### src/hdl/prio_bank_pkg.sv
// Package for the interrupt priority and enable bank.
// Assumes a 32-bit AXI4-Lite register bus with one register per aligned word.
package prio_bank_pkg;

    // Register byte offsets
    localparam logic [5:0] OFS_ADC_EN     = 6'h00;
    localparam logic [5:0] OFS_PRI_T1     = 6'h04;
    localparam logic [5:0] OFS_PRI_T2     = 6'h08;
    localparam logic [5:0] OFS_PRI_RX     = 6'h0C;
    localparam logic [5:0] OFS_PRI_ADC    = 6'h10;
    localparam logic [5:0] OFS_PRI_CN     = 6'h14;
    localparam logic [5:0] OFS_PRI_EXT1   = 6'h18;
    localparam logic [5:0] OFS_PRI_EXT2   = 6'h1C;
    localparam logic [5:0] OFS_INT_STAT   = 6'h20;
    localparam logic [5:0] OFS_INT_CLR    = 6'h24;
    localparam logic [5:0] OFS_INT_EN     = 6'h28;

    // Register counts and field layout
    localparam int         NUM_PRI_REGS   = 7;
    localparam int         NUM_SRC        = 26;
    localparam logic [2:0] PRI_RESET      = 3'h4;
    localparam logic [2:0] PRI_OFF        = 3'h0;
    localparam logic [15:0] ADC_EN_MASK   = 16'h001F;
    localparam logic [15:0] MASK_FOUR     = 16'h7777;
    localparam logic [15:0] MASK_T2       = 16'h7770;
    localparam logic [15:0] MASK_ADC      = 16'h0077;
    localparam logic [15:0] MASK_EXT1     = 16'h0007;
    localparam logic [15:0] MASK_EXT2     = 16'h0070;
    localparam logic [15:0] PRI_RST_WORD  = 16'h4444;
    localparam logic [1:0]  RESP_OKAY     = 2'h0;
    localparam logic [1:0]  RESP_SLVERR   = 2'h2;

    // Interrupt status bits: bus error events of this bank
    localparam int         EVT_WR_ERR     = 0;
    localparam int         EVT_RD_ERR     = 1;

    // Bus state machines
    typedef enum logic [2:0] {
        WR_IDLE = 3'b001,
        WR_RESP = 3'b010,
        WR_HOLD = 3'b100
    } wr_state_t;

    typedef enum logic [1:0] {
        RD_IDLE = 2'b01,
        RD_DATA = 2'b10
    } rd_state_t;

    // Whole module state
    typedef struct packed {
        wr_state_t          wr_state;
        rd_state_t          rd_state;
        logic               aw_got;
        logic               w_got;
        logic [5:0]         aw_addr;
        logic [31:0]        w_data;
        logic [3:0]         w_strb;
        logic [1:0]         bresp;
        logic [31:0]        rdata;
        logic [1:0]         rresp;
        logic [4:0]         adc_en;
        logic [NUM_PRI_REGS-1:0][15:0] pri;
        logic [1:0]         int_stat;
        logic [1:0]         int_en;
        logic               irq;
        logic               awready;
        logic               wready;
        logic               bvalid;
        logic               arready;
        logic               rvalid;
        logic [NUM_SRC-1:0] src_pass;
        logic [NUM_SRC-1:0][2:0] src_level;
    } bank_state_t;

endpackage

### src/hdl/interrupt_priority_enable_bank.sv
// Interrupt priority and ADC pair enable bank, reached over AXI4-Lite.
// Assumes the flag registers and the arbiter sit elsewhere and read the
// per-source pass and level outputs; all inputs are on CLK_I.
// Handshake outputs are registered; the master may wait any number of cycles.
// The bus master shares CLK_I, so no bus input is synchronised.
`timescale 1ns/1ps

// Summary of operation
// - An enable bit of 1 lets that source's request pass, 0 blocks it.
// - Priority code 111 gives level 7, the highest level.
// - Code 001 gives level 1 and codes between map straight to levels 2 to 6.
// - Code 000 blocks the source completely whatever its enable bit.
// - Unimplemented bits read as zero and ignore writes.
// - Pin-change register holds pin change, comparator1, i2c master, i2c slave at 14-12 down to 2-0.
// - External line 1 priority sits at bits 2-0 with bits 15-3 unused.
// - External line 2 priority sits at bits 6-4 with the rest unused.
module interrupt_priority_enable_bank
    import prio_bank_pkg::*;
(
    // Clock and reset
    input  wire logic                   CLK_I,
    input  wire logic                   RESETN_I,
    // AXI4-Lite write address and data
    input  wire logic [5:0]             S_AXI_AWADDR_I,
    input  wire logic                   S_AXI_AWVALID_I,
    output logic                        S_AXI_AWREADY_O,
    input  wire logic [31:0]            S_AXI_WDATA_I,
    input  wire logic [3:0]             S_AXI_WSTRB_I,
    input  wire logic                   S_AXI_WVALID_I,
    output logic                        S_AXI_WREADY_O,
    // AXI4-Lite write response
    output logic [1:0]                  S_AXI_BRESP_O,
    output logic                        S_AXI_BVALID_O,
    input  wire logic                   S_AXI_BREADY_I,
    // AXI4-Lite read
    input  wire logic [5:0]             S_AXI_ARADDR_I,
    input  wire logic                   S_AXI_ARVALID_I,
    output logic                        S_AXI_ARREADY_O,
    output logic [31:0]                 S_AXI_RDATA_O,
    output logic [1:0]                  S_AXI_RRESP_O,
    output logic                        S_AXI_RVALID_O,
    input  wire logic                   S_AXI_RREADY_I,
    // Per-source results toward the arbiter
    output logic [NUM_SRC-1:0]          SRC_PASS_O,
    output logic [NUM_SRC*3-1:0]        SRC_LEVEL_O,
    // Bus error interrupt
    output logic                        IRQ_O
);

    // Registered state and its next value
    bank_state_t st;
    bank_state_t next_st;

    // Source index map (index = 4 * register + field, field 0 at bits 2-0)
    // Pass is 1 when the source may request; level is its raw code
    //  0: ext line 0
    //  1: capture 1
    //  2: compare 1
    //  3: timer 1
    //  4: unused, always blocked
    //  5: capture 2
    //  6: compare 2
    //  7: timer 2
    //  8: timer 3
    //  9: sync serial error
    // 10: sync serial event
    // 11: serial receive
    // 12: serial transmit
    // 13: ADC done
    // 14: ext line 2, moved into this unused slot
    // 15: unused, always blocked
    // 16: i2c slave events
    // 17: i2c master events
    // 18: comparator 1
    // 19: pin change
    // 20: ext line 1
    // 21 to 25: ADC pairs 2 to 6, at the ADC done level
    // Unused slots stay blocked because their implemented flag is 0

    // Implemented-bit mask of each priority register
    // Index order: timer1, timer2, serial rx, ADC, pin change, ext 1, ext 2
    function automatic logic [15:0] pri_mask(input int idx);
        case (idx)
            1:       pri_mask = MASK_T2;
            3:       pri_mask = MASK_ADC;
            5:       pri_mask = MASK_EXT1;
            6:       pri_mask = MASK_EXT2;
            default: pri_mask = MASK_FOUR;
        endcase
    endfunction

    // Index of a priority register from its byte offset, or -1
    // Offsets 0x04 to 0x1C give indices 0 to 6
    // Upper address bit 5 is covered by the range test
    function automatic int pri_index(input logic [5:0] ofs);
        if (ofs >= OFS_PRI_T1 && ofs <= OFS_PRI_EXT2) begin
            pri_index = int'(ofs[4:2]) - 1;
        end else begin
            pri_index = -1;
        end
    endfunction

    // Source slot of a field of a priority register
    function automatic int src_index(input int r, input int f);
        src_index = r*4 + f;
    endfunction

    // A source may request only when enabled, implemented and not at code 000
    // Unimplemented fields pass an implemented flag of 0
    function automatic logic pass_of(input logic [2:0] code, input logic en, input logic impl);
        pass_of = en && impl && (code != PRI_OFF);
    endfunction

    // Whether a write offset names a register of this bank
    // Status is mapped: it takes the write and drops it
    function automatic logic wr_mapped(input logic [5:0] ofs);
        wr_mapped = 1'b0;
        if (ofs[1:0] == 2'h0) begin
            if (ofs == OFS_ADC_EN || pri_index(ofs) >= 0) begin
                wr_mapped = 1'b1;
            end else if (ofs == OFS_INT_STAT || ofs == OFS_INT_CLR || ofs == OFS_INT_EN) begin
                wr_mapped = 1'b1;
            end
        end
    endfunction

    // Merge a write into a 16-bit register under strobes and mask
    // Strobes 2 and 3 cover only bits that read as zero, so they are ignored
    function automatic logic [15:0] merge(input logic [15:0] old, input logic [31:0] d,
                                          input logic [3:0] s, input logic [15:0] m);
        logic [15:0] v;
        v = old;
        if (s[0]) begin
            v[7:0] = d[7:0];
        end
        if (s[1]) begin
            v[15:8] = d[15:8];
        end
        merge = v & m;
    endfunction

    // Readback of any offset
    // Bit 32 flags a misaligned or unmapped offset, answered with an error
    function automatic logic [32:0] read_word(input bank_state_t s, input logic [5:0] ofs);
        int i;
        i = pri_index(ofs);
        read_word = {1'b0, 32'h00000000};
        if (ofs[1:0] != 2'h0) begin
            read_word = {1'b1, 32'h00000000};
        end else if (ofs == OFS_ADC_EN) begin
            read_word = {1'b0, 27'h0, s.adc_en};
        end else if (i >= 0) begin
            read_word = {1'b0, 16'h0, s.pri[i] & pri_mask(i)};
        end else if (ofs == OFS_INT_STAT) begin
            read_word = {1'b0, 30'h0, s.int_stat};
        end else if (ofs == OFS_INT_EN) begin
            read_word = {1'b0, 30'h0, s.int_en};
        end else if (ofs == OFS_INT_CLR) begin
            read_word = {1'b0, 32'h00000000};
        end else begin
            read_word = {1'b1, 32'h00000000};
        end
    endfunction

    // Next-state logic: bus slave, register file, source gating
    always_comb begin
        // Working values; each is given a default first so no latch is inferred
        logic        wr_fire;
        logic        wr_ok;
        logic        rd_err;
        logic [32:0] rw;
        logic [1:0]  set_ev;
        logic [1:0]  clr_ev;
        logic [15:0] en_word;
        logic [2:0]  code;
        logic        en_bit;
        int          wi;
        logic [15:0] msk;
        next_st = st;
        wr_fire = 1'b0;
        wr_ok   = 1'b1;
        rd_err  = 1'b0;
        rw      = 33'h0;
        set_ev  = 2'h0;
        clr_ev  = 2'h0;
        en_word = 16'h0;
        code    = 3'h0;
        en_bit  = 1'b0;
        wi      = -1;
        msk     = 16'h0;

        // Write channel: take address and data in either order
        // Capture follows the registered readies, so every take is seen by the master
        if (S_AXI_AWVALID_I && st.awready) begin
            next_st.aw_got  = 1'b1;
            next_st.aw_addr = S_AXI_AWADDR_I;
        end
        if (S_AXI_WVALID_I && st.wready) begin
            next_st.w_got  = 1'b1;
            next_st.w_data = S_AXI_WDATA_I;
            next_st.w_strb = S_AXI_WSTRB_I;
        end
        // The hold state leaves one idle cycle after each response
        unique case (st.wr_state)
            WR_IDLE: begin
                if (st.aw_got && st.w_got) begin
                    wr_fire = 1'b1;
                    next_st.wr_state = WR_RESP;
                end
            end
            WR_RESP: begin
                if (S_AXI_BREADY_I) begin
                    next_st.wr_state = WR_HOLD;
                end
            end
            WR_HOLD: begin
                next_st.wr_state = WR_IDLE;
            end
        endcase

        // Register update on a complete write
        // A refused write changes nothing and sets the write error bit
        if (wr_fire) begin
            wi = pri_index(st.aw_addr);
            next_st.aw_got = 1'b0;
            next_st.w_got  = 1'b0;
            wr_ok = wr_mapped(st.aw_addr);
            if (!wr_ok) begin
                en_word = 16'h0;
            end else if (st.aw_addr == OFS_ADC_EN) begin
                en_word = merge({11'h0, st.adc_en}, st.w_data, st.w_strb, ADC_EN_MASK);
                next_st.adc_en = en_word[4:0];
            end else if (wi >= 0) begin
                next_st.pri[wi] = merge(st.pri[wi], st.w_data, st.w_strb, pri_mask(wi));
            end else if (st.aw_addr == OFS_INT_CLR) begin
                if (st.w_strb[0]) begin
                    clr_ev = st.w_data[1:0];
                end
            end else if (st.aw_addr == OFS_INT_EN) begin
                if (st.w_strb[0]) begin
                    next_st.int_en = st.w_data[1:0];
                end
            end
            next_st.bresp = wr_ok ? RESP_OKAY : RESP_SLVERR;
            set_ev[EVT_WR_ERR] = !wr_ok;
        end

        // Read channel: one-cycle address accept, data held until rready
        // Read data comes from the state before this edge's write lands
        unique case (st.rd_state)
            RD_IDLE: begin
                if (S_AXI_ARVALID_I && st.arready) begin
                    rw = read_word(st, S_AXI_ARADDR_I);
                    rd_err = rw[32];
                    next_st.rdata = rw[31:0];
                    next_st.rresp = rd_err ? RESP_SLVERR : RESP_OKAY;
                    next_st.rd_state = RD_DATA;
                end
            end
            RD_DATA: begin
                if (S_AXI_RREADY_I) begin
                    next_st.rd_state = RD_IDLE;
                end
            end
        endcase
        set_ev[EVT_RD_ERR] = rd_err;

        // Sticky status: a new event wins over a clear
        // Status is read-only; only the clear register lowers its bits
        next_st.int_stat = (st.int_stat & ~clr_ev) | set_ev;
        // Interrupt follows the next status so it rises with the event
        next_st.irq = |(next_st.int_stat & next_st.int_en);

        // Per-source pass and level; level equals the 3-bit code
        // Slots past the last source are dropped by the range test
        for (int r = 0; r < NUM_PRI_REGS; r++) begin
            msk = pri_mask(r);
            for (int f = 0; f < 4; f++) begin
                code = next_st.pri[r][f*4 +: 3];
                en_bit = 1'b1;                      // Only ADC pairs have enables here
                if (src_index(r, f) < NUM_SRC) begin
                    next_st.src_level[src_index(r, f)] = code;
                    next_st.src_pass[src_index(r, f)]  = pass_of(code, en_bit, msk[f*4]);
                end
            end
        end
        // ADC pair sources follow their enable bits at the ADC done level
        // Their slots reuse unused fields and the ext line 2 slot
        code = next_st.pri[3][6:4];
        for (int p = 0; p < 5; p++) begin
            next_st.src_level[21 + p] = code;
            next_st.src_pass[21 + p]  = pass_of(code, next_st.adc_en[p], 1'b1);
        end
        // Ext line 2 would collide with pair 6, so it moves to unused slot 14
        // Slot 14 is the unimplemented third field (bits 10-8) of the ADC register
        code = next_st.pri[6][6:4];
        next_st.src_level[14] = code;
        next_st.src_pass[14]  = pass_of(code, 1'b1, 1'b1);

        // Handshake outputs registered from the next state, so each pin is a flop
        // They match the state decode in the same cycle at no extra latency
        next_st.awready = next_st.wr_state == WR_IDLE && !next_st.aw_got;
        next_st.wready  = next_st.wr_state == WR_IDLE && !next_st.w_got;
        next_st.bvalid  = next_st.wr_state == WR_RESP;
        next_st.arready = next_st.rd_state == RD_IDLE;
        next_st.rvalid  = next_st.rd_state == RD_DATA;

        // Reset values
        // Readies stay low until the first edge after release
        if (!RESETN_I) begin
            next_st = '0;
            next_st.wr_state = WR_IDLE;
            next_st.rd_state = RD_IDLE;
            next_st.adc_en = 5'h00;
            for (int r = 0; r < NUM_PRI_REGS; r++) begin
                next_st.pri[r] = PRI_RST_WORD & pri_mask(r);
            end
        end
    end

    // State register
    // Reset is synchronous, so it is folded into the next-state logic
    always_ff @(posedge CLK_I) begin
        st <= next_st;
    end

    // Bus handshakes and answers, straight from flip-flops
    assign S_AXI_AWREADY_O = st.awready;
    assign S_AXI_WREADY_O  = st.wready;
    assign S_AXI_BVALID_O  = st.bvalid;
    assign S_AXI_BRESP_O   = st.bresp;
    assign S_AXI_ARREADY_O = st.arready;
    assign S_AXI_RVALID_O  = st.rvalid;
    assign S_AXI_RDATA_O   = st.rdata;
    assign S_AXI_RRESP_O   = st.rresp;

    // Source results and interrupt, straight from flip-flops
    assign SRC_PASS_O      = st.src_pass;
    assign SRC_LEVEL_O     = st.src_level;
    assign IRQ_O           = st.irq;

endmodule

### config.mk
export PLATFORM = sky130hd
export DESIGN_NAME = interrupt_priority_enable_bank
export DESIGN_NICKNAME = d
export VERILOG_FILES = /design/src/hdl/prio_bank_pkg.sv /design/src/hdl/interrupt_priority_enable_bank.sv
export SDC_FILE = /design/constraint.sdc
export NUM_CORES = 1
export LEC_CHECK = 0
export BUFFER_PORTS_ARGS = -buffer_cell sky130_fd_sc_hd__buf_2
export CORE_UTILIZATION = 25
export CTS_CLUSTER_DIAMETER = 40
export DETAILED_ROUTE_END_ITERATION = 7
export GPL_TIMING_DRIVEN = 0
export PLACE_DENSITY = 0.53
export SETUP_SLACK_MARGIN = 0.15
export SLEW_MARGIN = 20
export SYNTH_ARGS = -nofsm -noshare
export SYNTH_HDL_FRONTEND = slang
export SYNTH_SLANG_ARGS = --single-unit
### constraint.sdc
create_clock -name CLK_I -period 3.4 [get_ports CLK_I]
set_clock_uncertainty 0.15 [all_clocks]
set_input_delay 0.34 -clock CLK_I [delete_from_list [all_inputs] [get_ports CLK_I]]
set_output_delay 0.34 -clock CLK_I [all_outputs]
set_load 0.02 [all_outputs]
==> results.sh <==
export IMPL_ys_seq_area_frac=0.394
export IMPL_synth_edf_count=0
export IMPL_dieArea_um2=38400
export IMPL_grt_max_degree=18
export IMPL_max_freq_mhz=307
export IMPL_die_w_um=196
export IMPL_setup_violations=0
export IMPL_max_stage_delay_ns=0.46
export IMPL_r2r_start="st[305]"
export IMPL_ir_worst_vdd_mv=0.356
export IMPL_drtIter0Drc=873
export IMPL_worstSetupEndpointType="flop"
export IMPL_total_power_w=0.00509
export IMPL_seqPwrFrac=0.443
export IMPL_slew_headroom=0.275
export IMPL_finalCriticalPeriod_ns=3.26
export IMPL_syn_to_final_growth_pct=31.5
export IMPL_avgSynthCellArea_um2=8.47
export IMPL_insertion_delay_ns=0.44
export IMPL_clkSlewWorstSetupHoldPaths_ns=0.07
export IMPL_std_cell_rows=70
export IMPL_crit_buf_inv=4
export IMPL_synth_top_family_by_area="simple AND/OR/NAND/NOR gates"
export IMPL_crit_path_max_fanout=8
export IMPL_chipHeight_um=196
export IMPL_final_util=0.336
export IMPL_hpwl_um=28000
export IMPL_finalHoldViolCount=0
export IMPL_timing_reg2reg_setup_slack_ns=0.14
export IMPL_grt_use_met2=0.295
export IMPL_outcome="finished, final reports clean"
export IMPL_fin_area_um2=12400
export IMPL_crit_family="simple AND/OR/NAND/NOR gates"
export IMPL_min_period_over_period=0.959
export IMPL_synthMuxAreaShare=0.0798
export IMPL_min_path_cells=3
export IMPL_wl_per_cell_um=20.2
export IMPL_grt_use_total=0.191
export IMPL_io_pins=201
export IMPL_grt_busiest_layer="met2"
export IMPL_hold_start="S_AXI_WDATA_I[13]"
export IMPL_clk_path_buf_depth=2
export IMPL_drt_wl_total_um=37200
export IMPL_gr_total_overflow=0
export IMPL_drcViolationCount=0
export IMPL_yosys_cell_types_count=80
export IMPL_antenna_left=0
export IMPL_critPathArrivalTime_ns=3.43
export IMPL_async_reset_ff_frac=0
export IMPL_yosys_warnings=0
export IMPL_crit_type="flop to flop"
export IMPL_diodes=0
export IMPL_grt_antenna_before_repair=0
export IMPL_whs_ns=0.0260
export IMPL_synth_adder_area_share=0.0133
export IMPL_pwr_share_clk=0.380
export IMPL_crit_path_start_kind="flop"
export IMPL_port_buffers=153
export IMPL_gp_congestion=0.935
export IMPL_htree_num_levels=4
export IMPL_synth_top_area_cell="dfxtp_1"
export IMPL_start_util=0.256
export IMPL_drtPass1Iterations=5
export IMPL_r2r_end="SRC_PASS_O[18]"
export IMPL_cpMostUsedCell="buf_12"
export IMPL_synth_simple_gate_area_share=0.197
export IMPL_ys_ff_latch=185
export IMPL_power_switching_w=0.00157
export IMPL_grt_pass1_wl_um=54200
export IMPL_ys_top_cells_by_count="dfxtp_1, buf_4, nand2_1"
export IMPL_synth_compound_area_frac=0.164
export IMPL_rsz0062_at_grt="true"
export IMPL_yosysMostFrequentCell="dfxtp_1"
export IMPL_drive_gt1_frac=0.358
export IMPL_viasPerCell=4.92
export IMPL_cts_sinks=185
export IMPL_synth_top_cell_area_share=0.394
export IMPL_vias=9039
export IMPL_grt_met1_usage=0.264
export IMPL_combPwrFrac=0.178
export IMPL_sw_frac_of_total=0.309
export IMPL_intPower_w=0.00352
export IMPL_holdBufCountCts=0
export IMPL_p_leak_nw=5.32
export IMPL_synth_xor_area_frac=0.00452
export IMPL_placeableCoreArea_um2=36800
export IMPL_grt_pass1_vias=8551
export IMPL_cts_root_buf="clkbuf_16"
export IMPL_place_area_um2=10900
export IMPL_rr_worst_depth=12
export IMPL_cts_tree="built"
export IMPL_nets=1422
export IMPL_slew_violations=0
export IMPL_synth_main_ff_cell="dfxtp_1"
export IMPL_cts_buffers=17
export IMPL_grt_met3_usage=0.0354
export IMPL_hold_path_class="input port to flop"
export IMPL_worstMarginPinSlew_ns=1.08
export IMPL_power_per_cell_area_nw_per_um2=412
export IMPL_worstPathCellList="buf_12 > clkinvlp_4 > ha_4 > buf_12 > and2b_4 > a2111oi_4 > o211ai_4 > buf_12 > nor3_4 > mux2i_1 > nor2_1 > or3_1"
export IMPL_synth_area_leaders="dfxtp_1, buf_4, mux2i_1, nand2_1, a21oi_1"
export IMPL_syn_area_um2=9410
export IMPL_maxCapViolations=0
export IMPL_synthCells=1111
export IMPL_min_to="st[284]"
export IMPL_worstPathRequired_ns=3.57
export IMPL_cp_slowest_cell="a2111oi_4"
power by group through the flow:
stage / combinational, W / sequential [W] / clock, W
floorplan: 0.000503 / 0.00230 / 0
global placement: 0.000759 / 0.00230 / 0
detailed placement: 0.000765 / 0.00231 / 0
CTS: 0.000859 / 0.00226 / 0.00197
global route: 0.000965 / 0.00226 / 0.00207
finish: 0.000905 / 0.00225 / 0.00193
layer usage:
layer	part of all wire	vias to the layer above	wire length (um)
met2	0.45	403	16600
met3	0.064	57	2390
met5	0	-	0
met4	0.028	0	1050
met1	0.46	4323	17200
li1	-	4256	-
worst register-to-register path, delay by kind of cell (launching register included):
kind	cells	cell delay (ns)
buffers and inverters	4	0.56
muxes	1	0.27
DFF	1	0.37
and+or+nand+nor	4	0.93
AOI/OAI and AO/OA	2	0.68
adders and majority gates	1	0.19
cell families (layout without fill, tap and decap cells):
family,Yosys count,in the layout
compound gates,233,233
xor+xnor,4,4
fa+ha+maj,10,10
buf+inv,223,460
flops,185,185
mux,68,68
other cells,1,23
simple gates,387,387
repair_timing:
item / 4_1_cts / 5_1_grt
pin swaps: 16 / 14
buffers inserted: 37 / 13
gates resized for setup: 76 / 48
cloned: 0 / 1
setup endpoints to repair: 148 / 54
worst max-delay path by stage:
stage	startpoint	endpoint	slack, ns	cells past startpoint
2_1_floorplan	st[305]	SRC_PASS_O[0]	0.16	12
3_3_place_gp	S_AXI_ARADDR_I[2]	S_AXI_RDATA_O[14]	-2.17	11
3_5_place_dp	S_AXI_ARADDR_I[2]	S_AXI_RDATA_O[14]	-1.97	11
4_1_cts	S_AXI_ARADDR_I[2]	S_AXI_RDATA_O[14]	0.05	10
5_1_grt	st[305]	SRC_PASS_O[0]	0.06	12
6_report	st[305]	SRC_PASS_O[18]	0.14	12
state kept, by name (all words and copies together), names as in the netlist:
register and flops:
S_AXI_RVALID_O 1, SRC_PASS_O 24, S_AXI_WREADY_O 1, SRC_LEVEL_O 19
S_AXI_RDATA_O 13, S_AXI_BVALID_O 1, S_AXI_ARREADY_O 1, S_AXI_AWREADY_O 1
IRQ_O 1, S_AXI_BRESP_O 1, st 121, S_AXI_RRESP_O 1
cell usage in the layout (no fill, tap or decap), types with 6 or more instances in the layout:
cell        Yosys  layout
nand3_1        30      30
o21ai_0        37      36
conb_1          1      23
mux2_2          6       6
inv_1          21      18
dfxtp_1       185     183
clkinvlp_4      0      10
and2_1         15      15
clkbuf_1       35      27
a22oi_1        10      10
and3_1         14      14
nand2_1       139     136
clkbuf_16       0      17
nor2_1         91      87
buf_2          16     161
a21oi_1        90      90
buf_4         142     192
a31oi_1         8       8
nor3_1         31      23
or3_1          12      11
nand4_1         9       9
buf_1           9       7
a211oi_1        9       9
nor3_4          0       8
ha_1           10       7
buf_6           0       6
mux2i_1        57      53
o41ai_1         9       8
clkbuf_4        0       6
metrics by stage:
step / setup TNS, ns / setup slack [ns] / instances
after floorplan: 0 / 0.162 / 1133
after global placement: -99.26 / -2.17 / 1754
after detailed placement: -94.75 / -1.97 / 1756
after CTS: 0 / 0.0496 / 1824
after global routing: 0 / 0.0613 / 1838
final: 0 / 0.140 / 1838
area by class of cell:
type                       instances  area [um^2]
clock inverter                    13          113
sequential                       185         3710
inverter                          21         90.1
clock buffer                      19          443
timing repair buffer             206         1190
multi-input combinational        725         4840
fill                            3928        24400
buffer                           201         1410
tap                              468          586
No activity file was read; power rests on OpenSTA's default activity.
